===== config.mk =====
export PLATFORM = sky130hd
export DESIGN_NAME = ufa_rx_ext
export DESIGN_NICKNAME = d
export VERILOG_FILES = /design/src/hdl/ufa_pkg.sv /design/src/hdl/ufa_port_if.sv /design/src/hdl/ufa_qualify.sv /design/src/hdl/ufa_rx_ext.sv
export SDC_FILE = /design/constraint.sdc
export NUM_CORES = 1
export LEC_CHECK = 0
export ABC_CLOCK_PERIOD_IN_PS = 2720
export BUFFER_PORTS_ARGS = -buffer_cell sky130_fd_sc_hd__buf_2
export CAP_MARGIN = 20
export CORE_MARGIN = 3
export CORE_UTILIZATION = 30
export DETAILED_ROUTE_END_ITERATION = 6
export PLACE_DENSITY = 0.46
export SYNTH_ARGS = -nofsm -noshare
export SYNTH_HDL_FRONTEND = slang
export SYNTH_SLANG_ARGS = --single-unit

===== constraint.sdc =====
create_clock -name clk_sys -period 2.72 [get_ports clk_sys]
set_input_delay 0.544 -clock clk_sys [delete_from_list [all_inputs] [get_ports clk_sys]]
set_output_delay 0.544 -clock clk_sys [all_outputs]
set_load 0.02 [all_outputs]

===== src/hdl/ufa_pkg.sv =====
// Package of register offsets, field positions and reset values for the receive extension.
package ufa_pkg;

	// ======================================================================
	// Register offsets
	localparam logic [7:0] ADDR_SERIAL_CTRL       = 8'h98;
	localparam logic [7:0] ADDR_POWER_CTRL        = 8'h87;
	localparam logic [7:0] ADDR_STATION_ADDRESS   = 8'hA9;
	localparam logic [7:0] ADDR_STATION_ADDR_MASK = 8'hB9;
	localparam logic [7:0] ADDR_PORT2_SERIAL_CTRL = 8'hC0;
	localparam logic [7:0] ADDR_RX_BUFFER         = 8'h99;
	localparam logic [7:0] ADDR_PORT2_RX_BUFFER   = 8'hC1;

	// ======================================================================
	// Field positions
	localparam int BIT_SHARED_VIEW   = 7;
	localparam int BIT_MODE_LOW      = 6;
	localparam int BIT_MULTIPROC     = 5;
	localparam int BIT_RX_NINTH      = 2;
	localparam int BIT_RECEIVE_DONE  = 0;
	localparam int BIT_VIEW_SELECT   = 6;

	// ======================================================================
	// Reset values
	localparam logic [7:0] RST_STATION_ADDRESS   = 8'h00;
	localparam logic [7:0] RST_STATION_ADDR_MASK = 8'h00;
	localparam logic [7:0] RST_SERIAL_CTRL       = 8'h00;
	localparam logic [7:0] RST_POWER_CTRL        = 8'h00;
	localparam logic [7:0] RST_RX_BUFFER         = 8'h00;

	// ======================================================================
	// Mode numbers
	localparam logic [1:0] MODE_SYNC  = 2'h0;
	localparam logic [1:0] MODE_ASYNC = 2'h1;
	localparam logic [1:0] MODE_NINE2 = 2'h2;
	localparam logic [1:0] MODE_NINE3 = 2'h3;

endpackage : ufa_pkg


===== src/hdl/ufa_port_if.sv =====
// Interface between the top and one per-port frame qualifier.
interface ufa_port_if;
	logic       frame_done;
	logic [7:0] frame_data;
	logic       frame_ninth;
	logic       frame_stop;
	logic [1:0] mode;
	logic       multiproc_enable;
	logic       receive_done;
	logic [7:0] station_address;
	logic [7:0] station_address_mask;
	logic       load;
	logic       frame_error;

	modport top (
		output frame_done, frame_data, frame_ninth, frame_stop, mode, multiproc_enable,
		output receive_done, station_address, station_address_mask,
		input  load, frame_error
	);
	modport qual (
		input  frame_done, frame_data, frame_ninth, frame_stop, mode, multiproc_enable,
		input  receive_done, station_address, station_address_mask,
		output load, frame_error
	);
endinterface : ufa_port_if


===== src/hdl/ufa_qualify.sv =====
// Combinational frame qualifier: address recognition and load decision for one port.
module ufa_qualify (
	// Port side
	ufa_port_if.qual p
);
	logic [7:0] bcast;
	logic       given_hit;
	logic       bcast_hit;
	logic       addr_hit;
	logic       cond_ok;
	logic       nine_bit;

	always_comb begin
		bcast     = p.station_address | p.station_address_mask; // RQ12
		given_hit = ((p.frame_data ^ p.station_address) & p.station_address_mask) == 8'h00; // RQ11
		bcast_hit = ((p.frame_data ^ bcast) & bcast) == 8'h00; // RQ12
		addr_hit  = given_hit | bcast_hit; // RQ17
		nine_bit  = (p.mode == ufa_pkg::MODE_NINE2) || (p.mode == ufa_pkg::MODE_NINE3);
		cond_ok   = 1'b1; // RQ9
		if (p.multiproc_enable) begin
			if (nine_bit) begin
				cond_ok = p.frame_ninth & addr_hit; // RQ7 RQ8
			end else if (p.mode == ufa_pkg::MODE_ASYNC) begin
				cond_ok = p.frame_stop & addr_hit; // RQ10
			end
		end
		p.load        = p.frame_done & ~p.receive_done & cond_ok; // RQ15
		p.frame_error = p.frame_done & ~p.frame_stop & (p.mode != ufa_pkg::MODE_SYNC); // RQ1
	end
endmodule : ufa_qualify


===== src/hdl/ufa_rx_ext.sv =====
// Top of the receive extension: frame error flags, shared bit 7 and address recognition.
//
// Implementation choice: the address-and-strobe port.

// Overview of operation
// [RQ1] A frame without a valid stop bit sets the frame error flag; the code sets it in modes 1, 2 and 3 only, not in mode 0.
// [RQ2] Control bit 7 shows frame error when view select is 1, else mode high bit.
// [RQ3] Port two has its own frame error flag sharing its control bit 7.
// [RQ4] Only hardware sets the frame error flag; only a software write clears it.
// [RQ5] A later good frame never clears a set frame error flag.
// [RQ6] Software keeps view select at 1 while accessing either frame error flag.
// [RQ7] In modes 2 and 3 a high ninth bit marks an address byte.
// [RQ8] Multiprocessor on in modes 2 or 3: receive flag only on address match.
// [RQ9] Multiprocessor off: every complete frame sets the receive flag.
// [RQ10] Mode 1 with multiprocessor on: needs valid stop bit and address match.
// [RQ11] Given address compares only station bits whose mask bit is 1.
// [RQ12] Broadcast address is station OR mask; its zero bits are don't care.
// [RQ13] Reset clears station address and mask to zero, so everything matches.
// [RQ14] Station address sits at A9h, its mask at B9h.
// [RQ15] Load buffer, ninth bit and receive flag only if flag clear and condition met.
// [RQ16] Nine-bit modes store the received ninth bit in the control register.
// [RQ17] Compare eight data bits against given and broadcast; either match qualifies.
module ufa_rx_ext #(
	parameter int PORTS = 2
) (
	// Clock and reset
	input  wire logic            clk_sys,
	input  wire logic            rst,
	// Register port
	input  wire logic [7:0]      reg_addr,
	input  wire logic [7:0]      reg_wdata,
	input  wire logic            reg_wr,
	input  wire logic            reg_rd,
	output logic      [7:0]      reg_rdata,
	// Frames from the receive engines, one lane per port
	input  wire logic [PORTS-1:0]   frame_done,
	input  wire logic [PORTS*8-1:0] frame_data,
	input  wire logic [PORTS-1:0]   frame_ninth,
	input  wire logic [PORTS-1:0]   frame_stop,
	// Status toward the rest of the port
	output logic      [PORTS-1:0]   receive_done_flag,
	output logic      [PORTS-1:0]   frame_error_flag,
	output logic      [PORTS*2-1:0] serial_mode
);
	if (PORTS != 2) begin : g_bad_ports
		$error("ufa_rx_ext serves exactly two serial ports");
	end

	// ======================================================================
	// State
	logic [7:0]       station_address_q, station_address_d;
	logic [7:0]       station_address_mask_q, station_address_mask_d;
	logic [7:0]       power_ctrl_q, power_ctrl_d;
	logic [7:0]       ctrl_q [PORTS], ctrl_d [PORTS];
	logic [7:0]       rxbuf_q [PORTS], rxbuf_d [PORTS];
	logic [PORTS-1:0] mode_high_q, mode_high_d;
	logic [PORTS-1:0] ferr_q, ferr_d;
	logic [7:0]       rdata_q, rdata_d;
	logic [PORTS-1:0] load;
	logic [PORTS-1:0] ferr_set;
	logic             view_fe;

	assign view_fe = power_ctrl_q[ufa_pkg::BIT_VIEW_SELECT]; // RQ6

	// ======================================================================
	// Per-port qualifiers
	for (genvar i = 0; i < PORTS; i++) begin : g_port
		ufa_port_if pif ();
		assign pif.frame_done           = frame_done[i];
		assign pif.frame_data           = frame_data[i*8 +: 8];
		assign pif.frame_ninth          = frame_ninth[i];
		assign pif.frame_stop           = frame_stop[i];
		assign pif.mode                 = {mode_high_q[i], ctrl_q[i][ufa_pkg::BIT_MODE_LOW]};
		assign pif.multiproc_enable     = ctrl_q[i][ufa_pkg::BIT_MULTIPROC];
		assign pif.receive_done         = ctrl_q[i][ufa_pkg::BIT_RECEIVE_DONE];
		assign pif.station_address      = station_address_q;
		assign pif.station_address_mask = station_address_mask_q;
		assign load[i]                  = pif.load;
		assign ferr_set[i]              = pif.frame_error;
		ufa_qualify u_qual (
			.p (pif.qual)
		);
		assign receive_done_flag[i]     = ctrl_q[i][ufa_pkg::BIT_RECEIVE_DONE];
		assign frame_error_flag[i]      = ferr_q[i];
		assign serial_mode[i*2 +: 2]    = pif.mode;
	end

	// ======================================================================
	// Next-state logic
	always_comb begin
		logic [7:0] ca;
		logic [7:0] nv;
		ca                     = 8'h00;
		nv                     = 8'h00;
		station_address_d      = station_address_q;
		station_address_mask_d = station_address_mask_q;
		power_ctrl_d           = power_ctrl_q;
		mode_high_d            = mode_high_q;
		ferr_d                 = ferr_q;
		rdata_d                = 8'h00;
		for (int i = 0; i < PORTS; i++) begin
			ctrl_d[i]  = ctrl_q[i];
			rxbuf_d[i] = rxbuf_q[i];
		end
		// Software writes go first so a same-cycle hardware event wins.
		if (reg_wr) begin
			unique case (reg_addr)
				ufa_pkg::ADDR_STATION_ADDRESS:   station_address_d = reg_wdata; // RQ14
				ufa_pkg::ADDR_STATION_ADDR_MASK: station_address_mask_d = reg_wdata; // RQ14
				ufa_pkg::ADDR_POWER_CTRL:        power_ctrl_d = reg_wdata;
				default: ;
			endcase
			for (int i = 0; i < PORTS; i++) begin
				ca = (i == 0) ? ufa_pkg::ADDR_SERIAL_CTRL : ufa_pkg::ADDR_PORT2_SERIAL_CTRL;
				if (reg_addr == ca) begin
					ctrl_d[i] = reg_wdata;
					if (view_fe) begin
						// Software may only clear the flag; writing a one leaves it as it was.
						ferr_d[i] = ferr_q[i] & reg_wdata[ufa_pkg::BIT_SHARED_VIEW]; // RQ2 RQ3 RQ4
					end else begin
						mode_high_d[i] = reg_wdata[ufa_pkg::BIT_SHARED_VIEW]; // RQ2 RQ3
					end
				end
			end
		end
		for (int i = 0; i < PORTS; i++) begin
			if (ferr_set[i]) begin
				ferr_d[i] = 1'b1; // RQ1 RQ4 RQ5
			end
			if (load[i]) begin
				rxbuf_d[i] = frame_data[i*8 +: 8]; // RQ15
				ctrl_d[i][ufa_pkg::BIT_RECEIVE_DONE] = 1'b1; // RQ15
				if ({mode_high_q[i], ctrl_q[i][ufa_pkg::BIT_MODE_LOW]} == ufa_pkg::MODE_ASYNC) begin
					ctrl_d[i][ufa_pkg::BIT_RX_NINTH] = frame_stop[i];
				end else begin
					ctrl_d[i][ufa_pkg::BIT_RX_NINTH] = frame_ninth[i]; // RQ16
				end
			end
		end
		if (reg_rd) begin
			unique case (reg_addr)
				ufa_pkg::ADDR_STATION_ADDRESS:   rdata_d = station_address_q;
				ufa_pkg::ADDR_STATION_ADDR_MASK: rdata_d = station_address_mask_q;
				ufa_pkg::ADDR_POWER_CTRL:        rdata_d = power_ctrl_q;
				ufa_pkg::ADDR_RX_BUFFER:         rdata_d = rxbuf_q[0];
				ufa_pkg::ADDR_PORT2_RX_BUFFER:   rdata_d = rxbuf_q[1];
				default: ;
			endcase
			for (int i = 0; i < PORTS; i++) begin
				ca = (i == 0) ? ufa_pkg::ADDR_SERIAL_CTRL : ufa_pkg::ADDR_PORT2_SERIAL_CTRL;
				if (reg_addr == ca) begin
					nv = ctrl_q[i];
					nv[ufa_pkg::BIT_SHARED_VIEW] = view_fe ? ferr_q[i] : mode_high_q[i]; // RQ2 RQ3
					rdata_d = nv;
				end
			end
		end
	end

	// ======================================================================
	// Registers
	always_ff @(posedge clk_sys) begin
		if (rst) begin
			station_address_q      <= ufa_pkg::RST_STATION_ADDRESS; // RQ13
			station_address_mask_q <= ufa_pkg::RST_STATION_ADDR_MASK; // RQ13
			power_ctrl_q           <= ufa_pkg::RST_POWER_CTRL;
			mode_high_q            <= '0;
			ferr_q                 <= '0;
			rdata_q                <= 8'h00;
			for (int i = 0; i < PORTS; i++) begin
				ctrl_q[i]  <= ufa_pkg::RST_SERIAL_CTRL;
				rxbuf_q[i] <= ufa_pkg::RST_RX_BUFFER;
			end
		end else begin
			station_address_q      <= station_address_d;
			station_address_mask_q <= station_address_mask_d;
			power_ctrl_q           <= power_ctrl_d;
			mode_high_q            <= mode_high_d;
			ferr_q                 <= ferr_d;
			rdata_q                <= rdata_d;
			for (int i = 0; i < PORTS; i++) begin
				ctrl_q[i]  <= ctrl_d[i];
				rxbuf_q[i] <= rxbuf_d[i];
			end
		end
	end

	assign reg_rdata = rdata_q;

endmodule : ufa_rx_ext


==> results of run 1 <==
layout by cell type (no fill, tap or decap), types with 3 or more instances in the layout:
| cell | n |
|---|---|
| dfxtp_1 | 66 |
| buf_2 | 57 |
| mux2i_1 | 41 |
| nor2_1 | 37 |
| nand2b_1 | 37 |
| nand2_1 | 35 |
| a21oi_1 | 29 |
| nand3_1 | 17 |
| o21ai_0 | 16 |
| xor2_1 | 16 |
| a22oi_1 | 13 |
| o22ai_1 | 9 |
| clkbuf_16 | 9 |
| buf_4 | 8 |
| o211ai_1 | 6 |
| a221o_1 | 5 |
| mux2_2 | 4 |
| a21o_1 | 4 |
| nand4_1 | 4 |
| a22o_1 | 4 |
| and4_1 | 3 |
| nor2b_1 | 3 |
| a2111oi_0 | 3 |
| clkinv_2 | 3 |
registers in the layout, summed over array words and instances, names as in the netlist:
| signal | flops |
|---|---|
| g_port.pif.station_address | 8 |
| reg_rdata | 8 |
| power_ctrl_q | 8 |
| rxbuf_q | 16 |
| mode_high_q | 2 |
| ctrl_q | 14 |
| g_port.pif.station_address_mask | 8 |
| frame_error_flag | 2 |
area by class of cell:
cell class | count | area [um^2] | area share
multi-input cells | 312 | 2078 | 0.4917
flip-flops and latches | 66 | 1321 | 0.3126
repair buffers | 65 | 345.3 | 0.08171
clock buffers | 9 | 225.2 | 0.05329
well taps | 143 | 178.9 | 0.04233
clock inverters | 7 | 70.07 | 0.01658
inverters | 2 | 7.507 | 0.001776
worst max path at each step:
stage,from,end,depth (start not counted),slack (ps)
floorplan,reg_addr[7],reg_rdata[7]$_SDFF_PP0_,7,830
global placement,reg_addr[2],g_port[0].pif.station_address_mask[5]$_SDFFE_PP0P_,7,410
detailed placement,reg_addr[2],g_port[0].pif.station_address_mask[6]$_SDFFE_PP0P_,7,370
CTS,g_port[0].pif.station_address[6]$_SDFFE_PP0P_,rxbuf_q[0][4]$_SDFFE_PP0P_,6,690
global route,reg_addr[2],g_port[0].pif.station_address_mask[0]$_SDFFE_PP0P_,7,530
finish,g_port[0].pif.station_address[6]$_SDFFE_PP0P_,rxbuf_q[0][4]$_SDFFE_PP0P_,6,670
critical path, cell delays in order, from the launching register on:
cell and delay [ps]:
dfxtp_1 390, nor2_1 170, o22ai_1 90, nor4_1 590, o31a_1 280, buf_4 250
mux2i_1 210
routing by layer:
metal	up-vias	track usage
met1	1536	0.2423
met4	0	0.05008
li1	1557	-
met3	12	0.02895
met5	-	0
met2	73	0.2674
through the flow:
stage	setup WS [ps]	cell area (um^2)	hold WS, ps	utilization
after floorplan	827.4	3560	424.8	-
after global placement	408.8	3931	446.9	0.3414
after detailed placement	371.7	3931	448.4	0.3414
after CTS	687.9	4227	457.9	0.3670
after global routing	528.4	4227	473.7	0.3670
final	667.5	4227	462.5	0.3670
logic make-up (layout without fill, tap and decap cells):
| logic type | after synthesis | count (layout) |
|---|---|---|
| XOR/XNOR | 16 | 16 |
| flip-flops | 66 | 66 |
| multiplexers | 47 | 47 |
| buffers and inverters | 29 | 83 |
| AND/OR/NAND/NOR | 153 | 153 |
| AO/OA/AOI/OAI | 96 | 96 |
power breakdown:
part | leakage [nW] | internal (mW) | total, mW | switching [mW]
Sequential | 0.535 | 0.989 | 1.01 | 0.0169
Clock | 0.145 | 0.707 | 1.15 | 0.446
Combinational | 1.04 | 0.0850 | 0.205 | 0.120
==> results_dict.tcl, run 1 <==
set metrics [dict create \
    status "complete, no violations" \
    tritoncts "built" \
    insertion_delay_ps 330 \
    syn2layout_area_growth_pct 18.73 \
    rsz0062_at_grt "false" \
    fin_cells 604 \
    synth-compound-area-share 0.1757 \
    drv_cap 0 \
    arrival_ps 2310 \
    hold_path_end "reg_rdata[4]$_SDFF_PP0_" \
    die-width_um 114.9 \
    dp_cells 588 \
    numPortBuffers 57 \
    antenna_cells 0 \
    drc_errors 0 \
    finalSetupTns_ps 0 \
    totalWireLength_um 11090 \
    nNetsFinal 498 \
    holdBufCountCts 0 \
    wl_met3_um 376 \
    first_pass_iters 5 \
    endpoint_kind "flop" \
    groute.usage.overall 0.1711 \
    relSlewSlack 0.5181 \
    reg2regPathDepth 6 \
    postSynthAreaPerCell_um2 8.746 \
    synth_top_area_frac 0.3712 \
    cts_buffers 9 \
    syn_nets 449 \
    grt_start_max_net_pins 77 \
    cts_buffer_depth 2 \
    ys_async_sr_fraction 0 \
    hpwl_um 8367 \
    htreeDepth 3 \
    yosysTopAreaCell "dfxtp_1" \
    synth_cell_types 44 \
    maxSlewViolCount 0 \
    critPathLaunchType "flop" \
    p_per_area_nw_per_um2 559.4 \
    synth.area.top_cells "dfxtp_1 37%, mux2i_1 12%, nand2b_1 6.5%" \
    wl_met1_um 5415 \
    grt-ovfl-total 0 \
    leakagePower_nw 1.725 \
    routed-via-count 3178 \
    cts-resized-gates 0 \
    ys.flop_type "dfxtp_1" \
    synth_seq_cells 66 \
    fin_crit_ps 2052 \
    ys_warn_count 0 \
    ir_drop_v 0.0003326 \
    tightestPinTransition_ps 722.9 \
    initial_utilization 0.3091 \
    yosys.area_share.simple 0.2323 \
    drtAntennaViolNets 0 \
    rows 39 \
    cts_root_buf "clkbuf_16" \
    highest_layer "met4" \
    synth_edf_count 0 \
    wire_per_inst_um 18.35 \
    avgViaCountPerCell 5.262 \
    layout-drive-gt1-share 0.2039 \
    place_congestion 0.8240 \
    synthCells 407 \
    num-fill-cells 1206 \
    r2r_setup_slack_ps 670 \
    die_h_um 114.9 \
    cp_max_fo 9 \
    yosys.area_share.adder 0 \
    period_share 0.7546 \
    grt_pass1_vias 3023 \
    synth.most_common_cell "dfxtp_1" \
    skew_ps 6.752 \
    synth.area.mux_share 0.1364 \
    synth_top_family_by_area "simple AND/OR/NAND/NOR gates" \
    cp.required_ps 2980 \
    synth-seq-area-share 0.3712 \
    clock_sinks 66 \
    grt_pass1_wl_um 17290 \
    drt_iter0_drc 232 \
    hold_viol_final 0 \
    r2r_end "rxbuf_q[0][4]$_SDFFE_PP0P_" \
    die-area_um2 13210 \
    cts_setup_buffers 0 \
    power.total_mw 2.364 \
    core_um2 11520 \
    timing.rr.start "g_port[0].pif.station_address[6]$_SDFFE_PP0P_" \
    path_clk_slew_ps 60 \
    synth-xor-area-share 0.03937 \
    antenna_found_initial 0 \
    num_io_pins 58 \
    finalSetupViolCount 0 \
    synth_commonest_cells "66 x dfxtp_1, 41 x mux2i_1, 37 x nand2b_1, 37 x nor2_1, 35 x nand2_1" \
    fmax_mhz 487.2 \
    crit_type "flop to flop" \
    hold_path_class "flop to flop" \
    wl_met2_um 5126 \
    min_path_cells 2 \
    synthesis.area_um2 3560 \
    worstHoldStart "ctrl_q[0][12]$_SDFFE_PP0P_" \
]
Power figures use the tool's default switching activity.
==> inputs of run 2 (changes only) <==
--- a/config.mk
+++ b/config.mk
@@ -5,7 +5,7 @@
 export SDC_FILE = /design/constraint.sdc
 export NUM_CORES = 1
 export LEC_CHECK = 0
-export ABC_CLOCK_PERIOD_IN_PS = 2720
+export ABC_CLOCK_PERIOD_IN_PS = 2100
 export BUFFER_PORTS_ARGS = -buffer_cell sky130_fd_sc_hd__buf_2
 export CAP_MARGIN = 20
 export CORE_MARGIN = 3
==> constraint.sdc (replaced) <==
create_clock -name clk_sys -period 2.1 [get_ports clk_sys]
set_input_delay 0.42 -clock clk_sys [delete_from_list [all_inputs] [get_ports clk_sys]]
set_output_delay 0.42 -clock clk_sys [all_outputs]
set_load 0.02 [all_outputs]
==> results_dict.tcl, run 2 (synthesized netlist as in run 1, its figures left out) <==
set metrics [dict create \
    tritoncts "built" \
    tightestPinTransition_ps 539.2 \
    first_pass_iters 5 \
    p_per_area_nw_per_um2 731.9 \
    fmax_mhz 534.1 \
    skew_ps 6.313 \
    cts_setup_buffers 0 \
    drt_iter0_drc 193 \
    cp_max_fo 9 \
    grt_pass1_vias 3166 \
    maxSlewViolCount 0 \
    finalSetupViolCount 0 \
    die-width_um 114.9 \
    place_congestion 0.8507 \
    rsz0062_at_grt "false" \
    cts_root_buf "clkbuf_16" \
    totalWireLength_um 11280 \
    hold_viol_final 0 \
    leakagePower_nw 1.785 \
    syn2layout_area_growth_pct 21.93 \
    htreeDepth 3 \
    crit_type "flop to flop" \
    final_cell_mix "66 x dfxtp_1, 57 x buf_2, 41 x mux2i_1" \
    grt-ovfl-total 0 \
    rows 39 \
    fin_cells 612 \
    relSlewSlack 0.6312 \
    largest_register "rxbuf_q" \
    clock_sinks 66 \
    ir_drop_v 0.0003520 \
    dp_cells 596 \
    grt_start_max_net_pins 77 \
    antenna_cells 0 \
    final_common_cell "dfxtp_1" \
    drv_cap 0 \
    antenna_found_initial 0 \
    holdBufCountCts 0 \
    die-area_um2 13210 \
    grt_pass1_wl_um 17680 \
    drc_errors 0 \
    core_um2 11520 \
    critPathSlowestCell "dfxtp_1" \
    critPathLaunchType "flop" \
    insertion_delay_ps 330 \
    path_clk_slew_ps 60 \
    hold_path_class "input port to flop" \
    numPortBuffers 57 \
    num_io_pins 58 \
    nNetsFinal 506 \
    wire_per_inst_um 18.44 \
    period_share 0.8916 \
    largest_register_ffs 16 \
    cts-resized-gates 0 \
    pre_cts_slack_ps -41.24 \
    cts_buffers 9 \
    setup_ws_ps 227.6 \
    cts_buffer_depth 2 \
    die_h_um 114.9 \
    fin_crit_ps 1872 \
    arrival_ps 2100 \
    groute.usage.overall 0.1742 \
    status "complete, no violations" \
    holdWs_ps 385.3 \
    cpPeakStageDelay_ps 500 \
    cp.required_ps 2330 \
    routed-via-count 3235 \
    endpoint_kind "flop" \
    finalSetupTns_ps 0 \
    largest_registers "rxbuf_q x16, ctrl_q x14" \
    initial_utilization 0.3091 \
    hpwl_um 8588 \
    layout-drive-gt1-share 0.2132 \
    avgViaCountPerCell 5.286 \
    path_cells "xor2_1, a22oi_1, and4_1, o31a_1, buf_12, o21ba_2" \
    postLayoutCoreUtil 0.3769 \
    drtAntennaViolNets 0 \
]
-- run 2: final timing paths --
check / startpoint / endpoint / slack (ps) / cells past startpoint
min: frame_data[6] / rxbuf_q[0][6]$_SDFFE_PP0P_ / 390 / 3
max reg2reg: g_port[0].pif.station_address[6]$_SDFFE_PP0P_ / ctrl_q[0][0]$_SDFF_PP0_ / 230 / 6
max: g_port[0].pif.station_address[6]$_SDFFE_PP0P_ / ctrl_q[0][0]$_SDFF_PP0_ / 230 / 6
min reg2reg: power_ctrl_q[2]$_SDFFE_PP0P_ / power_ctrl_q[2]$_SDFFE_PP0P_ / 460 / 2
-- run 2: stage by stage --
| stage | area [um^2] | total power [mW] |
|---|---|---|
| 2_1_floorplan | 3560 | 1.481 |
| 3_3_place_gp | 4029 | 1.613 |
| 3_5_place_dp | 4029 | 1.614 |
| 4_1_cts | 4340 | 3.210 |
| 5_1_grt | 4340 | 3.294 |
| 6_report | 4340 | 3.177 |
-- run 2: report_power, final --
part	internal [mW]	switching [mW]
Combinational	0.122	0.159
Clock	1.04	0.552
Sequential	1.28	0.0245
-- run 2: worst max-delay path, delay by kind of cell, from the launching register on --
| family | cells | cell delay [ps] |
|---|---|---|
| xor gates and xnor gates | 1 | 180 |
| AOI/OAI and AO/OA | 3 | 670 |
| and+or+nand+nor | 1 | 240 |
| buffers and inverters | 1 | 180 |
| DFF | 1 | 500 |
-- run 2: final cells by class --
cell class | count | area, um^2
clock buffers | 11 | 232.7
clock inverters | 5 | 78.83
fillers | 1205 | 7176
inverters | 2 | 7.507
multi-input cells | 312 | 2078
flip-flops and latches | 66 | 1321
well taps | 143 | 178.9
repair buffers | 73 | 442.9
-- run 2: routing by layer --
metal,GRT usage,part of all wire,vias to the layer above
met4,0.07121,0.030,0
met1,0.2443,0.48,1546
met3,0.02947,0.040,22
li1,-,-,1578
met2,0.2650,0.45,89
met5,0,0,-
==> inputs of run 3 (changes only) <==
--- a/config.mk
+++ b/config.mk
@@ -10,6 +10,7 @@
 export CAP_MARGIN = 20
 export CORE_MARGIN = 3
 export CORE_UTILIZATION = 30
+export CTS_BUF_LIST = sky130_fd_sc_hd__clkbuf_2
 export DETAILED_ROUTE_END_ITERATION = 6
 export PLACE_DENSITY = 0.46
 export SYNTH_ARGS = -nofsm -noshare
==> results_dict.tcl, run 3 (synthesized netlist as in run 1, its figures left out) <==
set metrics [dict create \
    antenna_found_initial 0 \
    relSlewSlack 0.5832 \
    cts-resized-gates 0 \
    hold_viol_final 0 \
    hold_path_class "input port to flop" \
    grt-ovfl-total 0 \
    maxSlewViolCount 0 \
    drv_cap 0 \
    worstHoldStart "reg_wdata[2]" \
    cpPeakStageDelay_ps 430 \
    skew_ps 27.33 \
    cts_setup_buffers 0 \
    tritoncts "built" \
    crit_type "flop to flop" \
    leakagePower_nw 1.717 \
    path_cells "nor2_1, o22ai_1, nor4_1, buf_4, o31a_1, buf_12, mux2i_1" \
    status "complete, no violations" \
    endpoint_kind "flop" \
    first_pass_iters 4 \
    critPathLaunchType "flop" \
    initial_utilization 0.3091 \
    ir_drop_v 0.0002651 \
    p_per_area_nw_per_um2 593.9 \
    power.total_mw 2.472 \
    insertion_delay_ps 520 \
    period_share 0.8920 \
    rsz0062_at_grt "false" \
    num_io_pins 58 \
    path_clk_slew_ps 200 \
    critical_path.startpoint "g_port[0].pif.station_address[6]$_SDFFE_PP0P_" \
    postLayoutCoreUtil 0.3615 \
    grt_pass1_wl_um 17700 \
    groute.usage.overall 0.1755 \
    die-area_um2 13210 \
    finalSetupViolCount 0 \
    holdBufCountCts 0 \
    timing.rr.start "g_port[0].pif.station_address[6]$_SDFFE_PP0P_" \
    cts_buffers 9 \
    rows 39 \
    critical_path_buf_inv_count 2 \
    cp_max_fo 9 \
    avgViaCountPerCell 5.273 \
    final_cell_mix "66 x dfxtp_1, 57 x buf_2, 41 x mux2i_1" \
    htreeDepth 3 \
    r2r_setup_slack_ps 230 \
    final_common_cell "dfxtp_1" \
    drtAntennaViolNets 0 \
    nNetsFinal 506 \
    die-width_um 114.9 \
    cts_buffer_depth 2 \
    fmax_mhz 533.9 \
    layout-drive-gt1-share 0.2175 \
    largest_registers "rxbuf_q x16, ctrl_q x14" \
    cp.required_ps 2540 \
    antenna_cells 0 \
    largest_register "rxbuf_q" \
    clock_sinks 66 \
    core_um2 11520 \
    path_delay_family "simple AND/OR/NAND/NOR gates" \
    totalWireLength_um 11280 \
    place_congestion 0.8507 \
    cts_root_buf "clkbuf_2" \
    drt_iter0_drc 171 \
    grt_start_max_net_pins 77 \
    drc_errors 0 \
    hpwl_um 8588 \
    syn2layout_area_growth_pct 16.94 \
    die_h_um 114.9 \
    arrival_ps 2310 \
    wire_per_inst_um 18.43 \
    fin_crit_ps 1873 \
    grt_pass1_vias 3170 \
    numPortBuffers 57 \
    tightestPinTransition_ps 609.4 \
    critPathSlowestCell "dfxtp_1" \
    routed-via-count 3227 \
    largest_register_ffs 16 \
]
-- run 3: cell types whose count changed in the layout (fill, tap and decap cells not counted) --
cell / delta
clkbuf_1: -2
clkbuf_16: -9
clkbuf_2: +11
-- run 3: through the flow --
step	area [um^2]	instances	hold WS [ps]	setup slack [ps]	setup TNS [ps]
2_1_floorplan	3560	407	424.8	331.4	0
3_3_place_gp	4029	596	445.3	-29.97	-29.97
3_5_place_dp	4029	596	446.7	-41.24	-41.24
4_1_cts	4163	612	135.0	190.6	0
5_1_grt	4163	612	126.6	43.93	0
6_report	4163	612	177.6	226.9	0
-- run 3: final timing paths --
check	endpoint	depth (start not counted)
max	rxbuf_q[0][1]$_SDFFE_PP0P_	7
min	power_ctrl_q[2]$_SDFFE_PP0P_	3
max reg2reg	rxbuf_q[0][1]$_SDFFE_PP0P_	7
min reg2reg	power_ctrl_q[2]$_SDFFE_PP0P_	2
-- run 3: layer usage --
layer  wire, um  vias up  GRT usage
li1           -     1568          -
met1       5396     1557     0.2458
met2       5115       81     0.2620
met3        445       21    0.02474
met4        323        0    0.08998
met5          0        -          0
-- run 3: layout make-up --
| class | instances | area, um^2 |
|---|---|---|
| well taps | 143 | 178.9 |
| inverters | 2 | 7.507 |
| repair buffers | 73 | 442.9 |
| clock buffers | 11 | 55.05 |
| clock inverters | 5 | 78.83 |
| multi-input cells | 312 | 2078 |
| flip-flops and latches | 66 | 1321 |
| fillers | 1223 | 7353 |
-- run 3: power by group --
part / switching, mW / internal, mW
combinational: 0.159 / 0.122
clock: 0.482 / 0.403
sequential: 0.0241 / 1.28
total: 0.665 / 1.81
-- run 3: worst reg2reg max path, delay by kind of cell (launching register included) --
kind	cells	cell delay, ps
AOI/OAI and AO/OA	2	320
buffers and inverters	2	360
DFF	1	430
muxes	1	190
and+or+nand+nor	2	510
